`src/sbr_pkg.sv`:
```
// Constants and types shared by the replier device end and the host end
// How it works
// - Select enables upper drivers; reads turn transceivers.
// - Host holds select two cycles, ready later.
// - Each ready drives SC4 until SC3 answers.
// - Host pulses ready one clock per transfer.
// - Host holds agent error until end-of-transfer.
// - Flag bad message and interconnect requests.
// - Flag misaligned memory and I/O requests.
// - Violation forces not-understood; driven at ready.
// - Agent error codes on SC7..SC5 per table.
// - Delayed SC3 and SC2 go to host.
// - Host holds broadcast with select until done.
// - Broadcast: no lower drivers, ignore ready, errors.
// - Direction inward except replier read reply.
// - SC line parity checked every cycle.
// - Request phase byte parity, next-cycle bus error.
// - Reply byte parity by lanes, clean handshakes only.
// - Replier checks reply data parity on writes.
// - Reply phase SC2/SC3 and SC5-7/SC4 misuse errors.
// - Report errors in ownership window delayed one.
// - Suppress errors around message transfers.
// - Readable error register; host write clears interrupt.
// - Second bus error held; interrupt gap before reassert.
package sbr_pkg;

	////////////////////////////////////////////////////////////////////////
	// Timing
	localparam int CLK_PERIOD_NS = 40;
	localparam int GAP_CLOCKS = 2;
	localparam int GAP_LESS_NS = 20;
	localparam int GAP_NS = GAP_CLOCKS * CLK_PERIOD_NS - GAP_LESS_NS;
	localparam int GAP_CYC_I = (GAP_NS + CLK_PERIOD_NS - 1) / CLK_PERIOD_NS;
	localparam logic [1:0] GAP_CYC = 2'(GAP_CYC_I < 1 ? 1 : GAP_CYC_I);

	////////////////////////////////////////////////////////////////////////
	// Control line positions (1 = line asserted)
	localparam int SC_REQ = 0;
	localparam int SC_EOT = 2;
	localparam int SC_RQ_RDY = 3;
	localparam int SC_RP_RDY = 4;
	localparam int SC_ERR_LSB = 5;
	// Request phase fields
	localparam int RQ_WIDTH_LSB = 2;
	localparam int RQ_SPACE_LSB = 4;
	localparam int RQ_WRITE = 6;
	localparam int RQ_SEQ = 7;
	localparam logic [1:0] W8 = 2'h0;
	localparam logic [1:0] W16 = 2'h1;
	localparam logic [1:0] W24 = 2'h2;
	localparam logic [1:0] W32 = 2'h3;
	localparam logic [1:0] SP_MEM = 2'h0;
	localparam logic [1:0] SP_IO = 2'h1;
	localparam logic [1:0] SP_MSG = 2'h2;
	localparam logic [1:0] SP_IC = 2'h3;

	////////////////////////////////////////////////////////////////////////
	// Agent error codes as pin levels of SC7, SC6, SC5 (1 = high)
	localparam logic [2:0] AE_DATA = 3'h2;
	localparam logic [2:0] AE_NACK = 3'h3;
	localparam logic [2:0] AE_NOT_UND = 3'h4;
	localparam logic [2:0] AE_CONT = 3'h5;
	localparam logic [2:0] AE_WIDTH = 3'h6;
	localparam logic [2:0] AE_NONE = 3'h7;
	// Error register fields
	localparam int ER_BUS = 4;
	localparam int ER_TMO = 3;
	localparam logic [4:0] ER_RST = 5'h00;

	////////////////////////////////////////////////////////////////////////
	// Software registers of the host end
	localparam logic [7:0] REG_CTRL = 8'h00;
	localparam logic [7:0] REG_STATUS = 8'h04;
	localparam logic [7:0] REG_ERROR = 8'h08;
	localparam logic [7:0] REG_ERR_CLR = 8'h0C;
	localparam int CTRL_GO = 0;
	localparam int CTRL_BCAST = 1;
	localparam int CTRL_AE_LSB = 2;
	localparam logic [4:0] CTRL_RST = 5'h1C;
	localparam logic [1:0] RESP_OKAY = 2'h0;
	localparam logic [1:0] RESP_SLVERR = 2'h2;

	////////////////////////////////////////////////////////////////////////
	// States
	typedef enum logic [3:0] {
		D_IDLE = 4'b0001,
		D_SEL = 4'b0010,
		D_HS = 4'b0100,
		D_DONE = 4'b1000
	} sbr_dev_st_t;

	typedef enum logic [2:0] {
		H_IDLE = 3'b001,
		H_SEL = 3'b010,
		H_WAIT = 3'b100
	} sbr_host_st_t;

	// Byte lanes carrying data for a width, space and low address
	function automatic logic [3:0] sbr_lanes(input logic [1:0] width,
		input logic [1:0] space, input logic [1:0] addr);
		logic [7:0] m;
		m = 8'h00;
		if (space == SP_MEM || space == SP_IO) begin
			m = 8'((8'h02 << width) - 8'h01) << addr;
		end else begin
			m = 8'h01;
		end
		return m[3:0];
	endfunction

endpackage

```
`src/sbr_if.sv`:
```
// Link between the replier device and its on-board host logic
`timescale 1ns/1ps
interface sbr_if;
	logic select;
	logic broadcast;
	logic host_ready;
	logic [2:0] agent_error;
	logic err_clear;
	logic other_agent_ready;
	logic last_transfer;
	logic transceiver_direction;
	logic host_error_interrupt;
	logic [4:0] error_reg;

	modport dev (
		input select, broadcast, host_ready, agent_error, err_clear,
		output other_agent_ready, last_transfer, transceiver_direction,
		output host_error_interrupt, error_reg
	);

	modport host (
		output select, broadcast, host_ready, agent_error, err_clear,
		input other_agent_ready, last_transfer, transceiver_direction,
		input host_error_interrupt, error_reg
	);
endinterface

```
`src/sbr_device.sv`:
```
// Replier handshake, parity and protocol checks, host error reporting
`timescale 1ns/1ps
module sbr_device
	import sbr_pkg::*;
(
	// Clock and reset
	input wire logic CLK,
	input wire logic RST_B,
	// On-board host link
	sbr_if.dev LNK,
	// System bus control lines, 1 = asserted
	input wire logic [9:0] SC_IN,
	input wire logic [1:0] SC_PAR_IN,
	output logic [7:4] SC_OUT,
	output logic CTRL_UPPER_NIBBLE_DRIVE_EN,
	output logic CTRL_LOWER_NIBBLE_DRIVE_EN,
	// Address and data parity qualification
	input wire logic [1:0] ADDR_PIN_LOW,
	input wire logic [3:0] BYTE_PARITY_ERROR_IN,
	// Bus status
	input wire logic BUS_ERROR_IN,
	input wire logic TIMEOUT_IN,
	input wire logic BUS_OWNER_IN,
	output logic BUS_ERROR_OUT
);

	////////////////////////////////////////////////////////////////////////
	// Request phase decode
	sbr_dev_st_t st_q, st_d;
	logic [1:0] width_q, space_q, addr_q;
	logic write_q, viol_q, reply_q, bcast_q;
	logic upper_en_q, dir_q, sc4_q, bus_err_q, ordy_q, last_q;
	logic [2:0] code_q;

	wire req_ph = SC_IN[SC_REQ];
	wire [1:0] rq_w = SC_IN[RQ_WIDTH_LSB +: 2];
	wire [1:0] rq_s = SC_IN[RQ_SPACE_LSB +: 2];
	wire rq_wr = SC_IN[RQ_WRITE];
	wire rq_seq = SC_IN[RQ_SEQ];
	wire [1:0] al = ADDR_PIN_LOW;
	wire rq_mio = (rq_s == SP_MEM) || (rq_s == SP_IO);
	wire viol_msg = (rq_s == SP_MSG) && (rq_w == W8 || rq_w == W24 ||
		!rq_wr);
	wire viol_ic = (rq_s == SP_IC) && (rq_w != W8 || (|al) || rq_seq);
	wire viol_mio = rq_mio && ((rq_w == W16 && (&al)) ||
		(rq_w == W24 && al[1]) || (rq_w == W32 && (|al)) ||
		(rq_seq && (|al)));
	wire viol = viol_msg || viol_ic || viol_mio;

	wire eoc = reply_q && SC_IN[SC_EOT] && SC_IN[SC_RQ_RDY] &&
		SC_IN[SC_RP_RDY];
	wire [2:0] sc_err = SC_IN[SC_ERR_LSB +: 3];
	wire active = (st_q != D_IDLE);

	always_ff @(posedge CLK or negedge RST_B) begin
		if (!RST_B) begin
			width_q <= W8;
			space_q <= SP_MEM;
			addr_q <= 2'h0;
			write_q <= 1'b0;
			viol_q <= 1'b0;
			reply_q <= 1'b0;
		end else begin
			if (req_ph) begin
				width_q <= rq_w;
				space_q <= rq_s;
				addr_q <= al;
				write_q <= rq_wr;
				viol_q <= viol;
			end
			reply_q <= req_ph || (reply_q && !eoc);
		end
	end

	////////////////////////////////////////////////////////////////////////
	// Replier handshake
	always_comb begin
		st_d = st_q;
		unique case (st_q)
			D_IDLE: begin
				if (LNK.select) begin
					st_d = D_SEL;
				end
			end
			D_SEL: begin
				if (bcast_q) begin
					if (eoc) begin
						st_d = D_DONE;
					end
				end else if (LNK.host_ready) begin
					st_d = D_HS;
				end
			end
			D_HS: begin
				if (SC_IN[SC_RQ_RDY]) begin
					st_d = SC_IN[SC_EOT] ? D_DONE : D_SEL;
				end
			end
			D_DONE: begin
				if (!LNK.select) begin
					st_d = D_IDLE;
				end
			end
		endcase
	end

	wire [2:0] reply_code = viol_q ? AE_NOT_UND : LNK.agent_error;

	always_ff @(posedge CLK or negedge RST_B) begin
		if (!RST_B) begin
			st_q <= D_IDLE;
			bcast_q <= 1'b0;
			upper_en_q <= 1'b0;
			dir_q <= 1'b0;
			sc4_q <= 1'b0;
			code_q <= AE_NONE;
		end else begin
			st_q <= st_d;
			if (st_q == D_IDLE && LNK.select) begin
				bcast_q <= LNK.broadcast;
				upper_en_q <= 1'b1;
				dir_q <= !write_q;
			end
			if (st_d == D_DONE || st_d == D_IDLE) begin
				upper_en_q <= 1'b0;
				dir_q <= 1'b0;
			end
			if (st_q == D_SEL && st_d == D_HS) begin
				sc4_q <= 1'b1;
				code_q <= reply_code;
			end else if (st_q == D_HS && st_d != D_HS) begin
				sc4_q <= 1'b0;
				code_q <= AE_NONE;
			end
		end
	end

	////////////////////////////////////////////////////////////////////////
	// Parity and reply-phase checks
	wire sc_par_bad = (^{SC_IN[4:0], SC_PAR_IN[0]}) ||
		(^{SC_IN[9:5], SC_PAR_IN[1]});
	wire [3:0] rq_lanes = (rq_s == SP_MEM) ? 4'hF : 4'h3;
	wire rq_par_bad = req_ph && (|(BYTE_PARITY_ERROR_IN & rq_lanes));
	wire rp_clean = SC_IN[SC_RQ_RDY] && SC_IN[SC_RP_RDY] && !(|sc_err);
	wire rp_par_bad = reply_q && active && write_q && rp_clean &&
		(|(BYTE_PARITY_ERROR_IN &
		sbr_lanes(width_q, space_q, addr_q)));
	wire rp_viol = reply_q && ((SC_IN[SC_EOT] && !SC_IN[SC_RQ_RDY]) ||
		((|sc_err) && !SC_IN[SC_RP_RDY]));

	always_ff @(posedge CLK or negedge RST_B) begin
		if (!RST_B) begin
			bus_err_q <= 1'b0;
			ordy_q <= 1'b0;
			last_q <= 1'b0;
		end else begin
			bus_err_q <= sc_par_bad || rq_par_bad || rp_par_bad ||
				rp_viol;
			ordy_q <= active && SC_IN[SC_RQ_RDY];
			last_q <= active && SC_IN[SC_EOT];
		end
	end

	////////////////////////////////////////////////////////////////////////
	// Host error reporting
	logic own_d_q, msg_win_q, eoc_d_q, pend_q, pend_d, held_q, int_q;
	logic [4:0] err_q, held_err_q;
	logic [1:0] gap_q, gap_d;

	wire msg_req = req_ph && (rq_s == SP_MSG);
	wire bus_seen = BUS_ERROR_IN || bus_err_q;
	wire agent_seen = SC_IN[SC_RP_RDY] && (|sc_err);
	wire err_win = own_d_q && !msg_win_q;
	wire ev = err_win && (bus_seen || TIMEOUT_IN || agent_seen);
	wire [4:0] snap = {bus_seen, TIMEOUT_IN, sc_err};
	wire clr = LNK.err_clear && pend_q;
	wire reload = clr && (held_q || (ev && bus_seen) || ev);

	always_comb begin
		pend_d = pend_q;
		gap_d = (gap_q != 2'h0) ? gap_q - 2'h1 : 2'h0;
		if (reload) begin
			gap_d = GAP_CYC;
		end else if (clr) begin
			pend_d = 1'b0;
		end else if (ev) begin
			pend_d = 1'b1;
		end
	end

	always_ff @(posedge CLK or negedge RST_B) begin
		if (!RST_B) begin
			own_d_q <= 1'b0;
			msg_win_q <= 1'b0;
			eoc_d_q <= 1'b0;
			pend_q <= 1'b0;
			held_q <= 1'b0;
			err_q <= ER_RST;
			held_err_q <= ER_RST;
			gap_q <= 2'h0;
			int_q <= 1'b0;
		end else begin
			own_d_q <= BUS_OWNER_IN;
			eoc_d_q <= eoc;
			msg_win_q <= msg_req || (msg_win_q && !eoc_d_q);
			pend_q <= pend_d;
			gap_q <= gap_d;
			int_q <= pend_d && (gap_d == 2'h0);
			if (reload) begin
				err_q <= held_q ? held_err_q : snap;
				held_q <= held_q && ev && bus_seen;
				held_err_q <= snap;
			end else if (ev && !pend_q) begin
				err_q <= snap;
			end else if (ev && pend_q && bus_seen && !held_q) begin
				held_q <= 1'b1;
				held_err_q <= snap;
			end
		end
	end

	////////////////////////////////////////////////////////////////////////
	// Outputs
	assign SC_OUT = {~code_q, sc4_q};
	assign CTRL_UPPER_NIBBLE_DRIVE_EN = upper_en_q;
	assign CTRL_LOWER_NIBBLE_DRIVE_EN = 1'b0;
	assign BUS_ERROR_OUT = bus_err_q;
	assign LNK.other_agent_ready = ordy_q;
	assign LNK.last_transfer = last_q;
	assign LNK.transceiver_direction = dir_q;
	assign LNK.host_error_interrupt = int_q;
	assign LNK.error_reg = err_q;

endmodule

```
`src/flat_wrapper.sv`:
```
// flat-port wrapper written by rule: the top's interface ports become plain ports
module sbr_device_flat import sbr_pkg::*;
  (CLK, RST_B, SC_IN, SC_PAR_IN, SC_OUT, CTRL_UPPER_NIBBLE_DRIVE_EN, CTRL_LOWER_NIBBLE_DRIVE_EN, ADDR_PIN_LOW, BYTE_PARITY_ERROR_IN, BUS_ERROR_IN, TIMEOUT_IN, BUS_OWNER_IN, BUS_ERROR_OUT, LNK_select, LNK_broadcast, LNK_host_ready, LNK_agent_error, LNK_err_clear, LNK_other_agent_ready, LNK_last_transfer, LNK_transceiver_direction, LNK_host_error_interrupt, LNK_error_reg);
  sbr_if LNK_i ();
  input wire logic CLK;
  input wire logic RST_B;
  input wire logic [9:0] SC_IN;
  input wire logic [1:0] SC_PAR_IN;
  output logic [7:4] SC_OUT;
  output logic CTRL_UPPER_NIBBLE_DRIVE_EN;
  output logic CTRL_LOWER_NIBBLE_DRIVE_EN;
  input wire logic [1:0] ADDR_PIN_LOW;
  input wire logic [3:0] BYTE_PARITY_ERROR_IN;
  input wire logic BUS_ERROR_IN;
  input wire logic TIMEOUT_IN;
  input wire logic BUS_OWNER_IN;
  output logic BUS_ERROR_OUT;
  input wire logic [$bits(LNK_i.select)-1:0] LNK_select;
  input wire logic [$bits(LNK_i.broadcast)-1:0] LNK_broadcast;
  input wire logic [$bits(LNK_i.host_ready)-1:0] LNK_host_ready;
  input wire logic [$bits(LNK_i.agent_error)-1:0] LNK_agent_error;
  input wire logic [$bits(LNK_i.err_clear)-1:0] LNK_err_clear;
  output wire logic [$bits(LNK_i.other_agent_ready)-1:0] LNK_other_agent_ready;
  output wire logic [$bits(LNK_i.last_transfer)-1:0] LNK_last_transfer;
  output wire logic [$bits(LNK_i.transceiver_direction)-1:0] LNK_transceiver_direction;
  output wire logic [$bits(LNK_i.host_error_interrupt)-1:0] LNK_host_error_interrupt;
  output wire logic [$bits(LNK_i.error_reg)-1:0] LNK_error_reg;
  assign LNK_i.select = LNK_select;
  assign LNK_i.broadcast = LNK_broadcast;
  assign LNK_i.host_ready = LNK_host_ready;
  assign LNK_i.agent_error = LNK_agent_error;
  assign LNK_i.err_clear = LNK_err_clear;
  assign LNK_other_agent_ready = LNK_i.other_agent_ready;
  assign LNK_last_transfer = LNK_i.last_transfer;
  assign LNK_transceiver_direction = LNK_i.transceiver_direction;
  assign LNK_host_error_interrupt = LNK_i.host_error_interrupt;
  assign LNK_error_reg = LNK_i.error_reg;
  sbr_device u_core (.CLK(CLK), .RST_B(RST_B), .LNK(LNK_i), .SC_IN(SC_IN), .SC_PAR_IN(SC_PAR_IN), .SC_OUT(SC_OUT), .CTRL_UPPER_NIBBLE_DRIVE_EN(CTRL_UPPER_NIBBLE_DRIVE_EN), .CTRL_LOWER_NIBBLE_DRIVE_EN(CTRL_LOWER_NIBBLE_DRIVE_EN), .ADDR_PIN_LOW(ADDR_PIN_LOW), .BYTE_PARITY_ERROR_IN(BYTE_PARITY_ERROR_IN), .BUS_ERROR_IN(BUS_ERROR_IN), .TIMEOUT_IN(TIMEOUT_IN), .BUS_OWNER_IN(BUS_OWNER_IN), .BUS_ERROR_OUT(BUS_ERROR_OUT));
endmodule
```
`config.mk`:
```
export PLATFORM = sky130hd
export DESIGN_NAME = sbr_device_flat
export DESIGN_NICKNAME = d
export VERILOG_FILES = /design/src/sbr_pkg.sv /design/src/sbr_if.sv /design/src/sbr_device.sv /design/src/flat_wrapper.sv
export SDC_FILE = /design/constraint.sdc
export NUM_CORES = 1
export LEC_CHECK = 0
export ABC_AREA = 1
export BUFFER_PORTS_ARGS = -buffer_cell sky130_fd_sc_hd__buf_2
export CAP_MARGIN = 15
export CORE_MARGIN = 5
export CORE_UTILIZATION = 40
export DETAILED_ROUTE_END_ITERATION = 12
export SYNTH_ARGS = -nofsm -noshare
export SYNTH_HDL_FRONTEND = slang
export SYNTH_SLANG_ARGS = --single-unit
export TNS_END_PERCENT = 10
```
`constraint.sdc`:
```
create_clock -name CLK -period 1.9 [get_ports CLK]
set_input_delay 0 -clock CLK [delete_from_list [all_inputs] [get_ports CLK]]
set_output_delay 0 -clock CLK [all_outputs]
set_load 0.05 [all_outputs]
```
Word level (Yosys, flattened, before mapping)

Index checks and enable logic that the tools add are counted.
W data, S select, Z words.

Flip-flop bits (word level): 41
Output and inout port bits: 16

$add $sub $neg: 2
Reduce and logical (&&, ||, !) cells: 93
Mux-type cells: 33
Equal/unequal tests: 17
Bitwise logic cells: 3
Shift operators: 2

Operator list:

| kind                  | number |
|---|---|
| $logic_and A1 B1 Y1   | 41 |
| $mux W4               | 9 |
| $mux W5               | 6 |
| $logic_or A1 B1 Y1    | 24 |
| $pmux W4 S4           | 1 |
| $mux W1               | 12 |
| $reduce_bool A2 Y1    | 6 |
| $reduce_xor A6 Y1     | 2 |
| $logic_not A1 Y1      | 10 |
| $mux W3               | 3 |
| $and A4 B4 Y4         | 2 |
| $eq A2 B2 Y1 const B  | 4 |
| $eq A4 B1 Y1 const B  | 2 |
| $eq A4 B3 Y1 const B  | 2 |
| $eq A4 B4 Y1 const B  | 2 |
| $logic_not A2 Y1      | 4 |
| $reduce_or A4 Y1      | 2 |
| $shl A2 B2 Y8 const A | 1 |
| $shl A8 B2 Y4         | 1 |
| $sub A8 B1 Y8 const B | 1 |
| $eq A2 B1 Y1 const B  | 3 |
| $eq A4 B2 Y1 const B  | 1 |
| $mux W2               | 2 |
| $ne A4 B1 Y1 const B  | 1 |
| other kinds (7)       | 8 |

Depth between registers and ports, before layout

Depth after elaboration: 11
Mapped depth: 11

Worst setup path after synthesis

Ideal clock, no wire load.

Path kind: flip-flop to flip-flop
Start: register u_core.bus_err_q, in the netlist u_core.BUS_ERROR_OUT
End: register u_core.pend_q
Data required time: 1,774 ps
Cell stages (with the launch flop): 11
Path slack: 312 ps
Arrival: 1,461 ps
Path buffers: 0
Period minus slack after synthesis: 1,588 ps
Path through: dfrtp_1 inv_1 nand2_2 nor2_4 nand2_4 nand3_4 nand2_2 nand2_4 nand2_4 inv_4 o21ai_0

Word-level cells in the longest chain between the ends: 9

RTL lines:

| what                            | line              | source |
|---|---|---|
| start, declared                 | sbr_device.sv:32  | `logic upper_en_q, dir_q, sc4_q, bus_err_q, ordy_q, last_q;` |
| start signal, assigned          | sbr_device.sv:157 | `bus_err_q <= sc_par_bad \|\| rq_par_bad \|\| rp_par_bad \|\|` |
| $logic_or A1 B1 Y1 (*)          | sbr_device.sv:171 | `wire bus_seen = BUS_ERROR_IN \|\| bus_err_q;` |
| $logic_or A1 B1 Y1 (2 in a row) | sbr_device.sv:174 | `wire ev = err_win && (bus_seen \|\| TIMEOUT_IN \|\| agent_seen);` |
| $logic_and A1 B1 Y1             | sbr_device.sv:174 |  |
| $logic_and A1 B1 Y1             | sbr_device.sv:177 | `wire reload = clr && (held_q \|\| (ev && bus_seen) \|\| ev);` |
| $logic_or A1 B1 Y1 (2 in a row) | sbr_device.sv:177 |  |
| $logic_and A1 B1 Y1             | sbr_device.sv:177 |  |
| $mux W1 (*)                     | sbr_device.sv:182 | `if (reload) begin` |
| via u_core.pend_d               | sbr_device.sv:166 | `logic own_d_q, msg_win_q, eoc_d_q, pend_q, pend_d, held_q, int_q;` |
| end signal, assigned            | sbr_device.sv:206 | `pend_q <= pend_d;` |
| end, declared                   | sbr_device.sv:166 |  |

Mark *: on every way through the listed nets, which the timed path passes. The rest lies on a longest branch.
A chain may end at the register's enable or synchronous reset.

Worst setup path after layout

Start: input SC_IN[6]
End: register u_core.pend_q

Word-level cells in the longest chain between the ends: 9

RTL lines:

| what                            | line              | source |
|---|---|---|
| start, declared                 | flat_wrapper.sv:7 | `input wire logic [9:0] SC_IN;` |
| $reduce_or A3 Y1 (*)            | sbr_device.sv:172 | `wire agent_seen = SC_IN[SC_RP_RDY] && (\|sc_err);` |
| $logic_and A1 B1 Y1 (*)         | sbr_device.sv:172 |  |
| $logic_or A1 B1 Y1 (*)          | sbr_device.sv:174 |  |
| $logic_and A1 B1 Y1 (*)         | sbr_device.sv:174 |  |
| $logic_and A1 B1 Y1             | sbr_device.sv:177 |  |
| $logic_or A1 B1 Y1 (2 in a row) | sbr_device.sv:177 |  |
| $logic_and A1 B1 Y1             | sbr_device.sv:177 |  |
| $mux W1 (*)                     | sbr_device.sv:182 |  |
| via u_core.pend_d               | sbr_device.sv:166 |  |

Marked as above.

==> flow_metrics.py <==
metrics = {
    "run_status": {
        "status": "completed",
    },
    "clock_network": {
        "h-tree-depth": 2,
        "clock_sinks": 40,
        "cts_tree": "yes",
        "cts_buffers": 5,
        "cts_root_buffer": "clkbuf_8",
        "cts_buffer_depth": 2,
        "insertion_delay_ns": 0.30,
        "clk_pin_slew_worst_paths_ns": 0.09,
    },
    "route": {
        "route.met3.wl_um": 250,
        "first_pass_iters": 4,
        "wl_per_cell_um": 12.6,
        "via_count": 1983,
        "postRouteWirelength_um": 5300,
        "wl_met1_um": 2350,
        "dr_wl_met2_um": 2610,
        "viasPerCell": 4.72,
        "ant_nets": 0,
        "drc": 0,
        "drt_iter0_drc": 77,
        "topRoutingLayerUsed": "met4",
    },
    "timing": {
        "hold_viol": 0,
        "fin_skew_ns": 0.0172,
        "timing.final.crit_share_pct": 79.0,
        "setup_viol": 0,
        "max_freq_ghz": 0.666,
        "finalCriticalPeriod_ns": 1.50,
        "rsz0062_at_grt": "no",
        "timing.final.ws_setup_ns": 0.399,
        "fin_setup_tns_ns": 0,
        "drv_slew": 0,
    },
    "placement": {
        "dp_slack_ns": 0.442,
        "placed_cells": 398,
        "hpwl_um": 4060,
        "gp_congestion": 0.943,
        "port_buffers": 44,
        "post_dp_cell_area_um2": 2540,
    },
    "logic_synthesis": {
        "synth_adder_area_share_pct": 0.561,
        "synth_seq_area_share_pct": 45.1,
        "synth_fp_nets": 314,
        "yosysWarnings": 0,
        "synthMuxAreaShare_pct": 0.449,
        "synth_simple_gate_area_share_pct": 31.8,
        "synth-main-ff-cell": "dfrtp_1",
        "synth_top_family_by_area": "simple AND/OR/NAND/NOR gates",
        "synth_edf_count": 0,
        "syn_inst": 283,
        "ys_types": 33,
        "synth_xor_area_share_pct": 2.75,
        "ys_seq_elements": 40,
        "synth.avg_cell_area_um2": 7.88,
        "netlist_area_um2": 2230,
        "synth_compound_area_share_pct": 10.3,
        "synthArstFlopShare_pct": 100,
    },
    "pwr": {
        "power_frac_clock_pct": 16.8,
        "p_per_area_nw_per_um2": 1220,
        "p_sw_share_pct": 45.4,
        "pwr-share-seq_pct": 38.5,
        "ir_worst_vdd_uv": 440,
        "p_switching_w": 0.00153,
        "leakagePower_nw": 1.44,
        "comb_power_share_pct": 44.7,
        "internal-power_w": 0.00184,
    },
    "die": {
        "initial_utilization_pct": 40.8,
        "pin_count": 46,
        "die_h_um": 84.7,
        "row_count": 27,
        "die-area_um2": 7170,
        "core-area_um2": 5470,
        "dieWidth_um": 84.7,
    },
    "worst_setup_path": {
        "arrival_ns": 1.68,
        "critPathCaptureType": "flip-flop",
        "setup.worst_path.class": "in -> reg",
        "cp-start-kind": "primary input",
        "required_ns": 2.08,
        "crit_fanout": 8,
    },
    "layout": {
        "fin_nets": 378,
        "fin_area_um2": 2760,
        "instances_no_fill": 420,
        "drive_gt1_share_pct": 24.7,
        "antennaDiodeCount": 0,
        "multi_input_area_um2": 1030,
        "regArea_um2": 1010,
        "utilization_pct": 50.5,
        "fillers": 564,
        "final_common_cell": "nand2_1",
        "area_delta_synth_final_pct": 23.8,
        "final_cell_mix": "75 x nand2_1, 44 x buf_2, 40 x inv_1",
    },
    "flow_run": {
        "maxCapViolCount": 0,
    },
    "global_route": {
        "grtUsageTotal_pct": 15.5,
        "grt_max_degree": 21,
        "grt_remaining_overflow": 0,
        "grt_pass1_vias": 2018,
        "antenna_found_initial": 0,
        "grt_first_pass_wirelength_um": 9000,
    },
    "hold_path": {
        "hold_path.class": "in -> reg",
    },
}
==> final timing paths <==
kind	from	slack (ns)	end	cells past startpoint
max reg2reg	u_core.st_q[3]$_DFF_PN0_	0.44	u_core.LNK.transceiver_direction$_DFFE_PN0P_	10
max in group asynchronous	RST_B	1.14	u_core.eoc_d_q$_DFF_PN0_	3
max	SC_IN[6]	0.40	u_core.pend_q$_DFF_PN0_	12
min in group asynchronous	RST_B	0.18	u_core.msg_win_q$_DFF_PN0_	2
min reg2reg	u_core.eoc_d_q$_DFF_PN0_	0.41	u_core.msg_win_q$_DFF_PN0_	1
min	BYTE_PARITY_ERROR_IN[0]	0.04	u_core.BUS_ERROR_OUT$_DFF_PN0_	5
==> area by class of cell <==
type / instances / area share, %
Clock inverter: 2 / 0.453
Inverter: 47 / 6.48
Multi-Input combinational cell: 193 / 37.2
Sequential cell: 40 / 36.4
Clock buffer: 6 / 2.63
Timing Repair Buffer: 60 / 13.6
Tap cell: 72 / 3.26
==> repair_timing <==
action	in CTS	in global routing
gates resized for setup	0	0
hold endpoints to repair	30	0
hold buffers	14	0
setup buffers	0	0
==> cells in the mapped netlist (2+ instances only) <==
cell type / n / area (um^2)
nand2_1: 75 / 282
inv_1: 40 / 150
dfrtp_1: 36 / 901
nand3_1: 23 / 115
nor2_1: 19 / 71.3
o21ai_0: 15 / 75.1
a21oi_1: 7 / 35.0
inv_2: 6 / 22.5
nand2_2: 5 / 31.3
nand2_4: 5 / 56.3
nand4_1: 5 / 31.3
o211ai_1: 5 / 37.5
dfstp_2: 4 / 105
o21ai_1: 4 / 20.0
or2_2: 4 / 25.0
xnor2_1: 4 / 35.0
nor2_4: 3 / 33.8
nor3_1: 3 / 15.0
xor2_1: 3 / 26.3
a31oi_1: 2 / 12.5
buf_4: 2 / 15.0
o311ai_0: 2 / 17.5
==> power by group through the flow <==
stage	logic, W	clock network [W]	registers (W)
final	0.00150	0.000563	0.00129
after global placement	0.00148	0	0.00130
after floorplan	0.000905	0	0.00155
after CTS	0.00152	0.000577	0.00130
after detailed placement	0.00150	0	0.00131
after global routing	0.00167	0.000623	0.00133
==> per-layer routing <==
layer  track usage [%]  up-vias
met5                 0        -
met4              4.46        0
met3              4.51       11
met2              26.6       50
met1              18.9      902
li1                  -     1020
==> worst max-delay path, stage by stage <==
cell and delay [ns]:
dlygate4sd3_1 0.53, buf_2 0.15, inv_1 0.15, nand3_2 0.16
nand2_4 0.12, nand2_4 0.05, nand3_4 0.07, nand2_2 0.07
nand2_4 0.13, nand2_4 0.09, inv_4 0.08, o21ai_0 0.07
==> metrics by stage <==
stage | hold WS (ns) | power [W]
2_1_floorplan | -0.296 | 0.00245
4_1_cts | 0.0388 | 0.00339
3_3_place_gp | -0.0180 | 0.00279
5_1_grt | 0.0570 | 0.00361
3_5_place_dp | -0.0158 | 0.00280
6_report | 0.0372 | 0.00336
==> logic make-up after synthesis <==
| group | after synthesis |
|---|---|
| AND/OR/NAND/NOR | 145 |
| adder cells (fa/ha/maj) | 1 |
| XOR/XNOR | 7 |
| buffers and inverters | 50 |
| other | 1 |
| multiplexers | 1 |
| AO/OA/AOI/OAI | 38 |
| flip-flops | 40 |
Note: power is estimated with default switching activity, not from simulation.
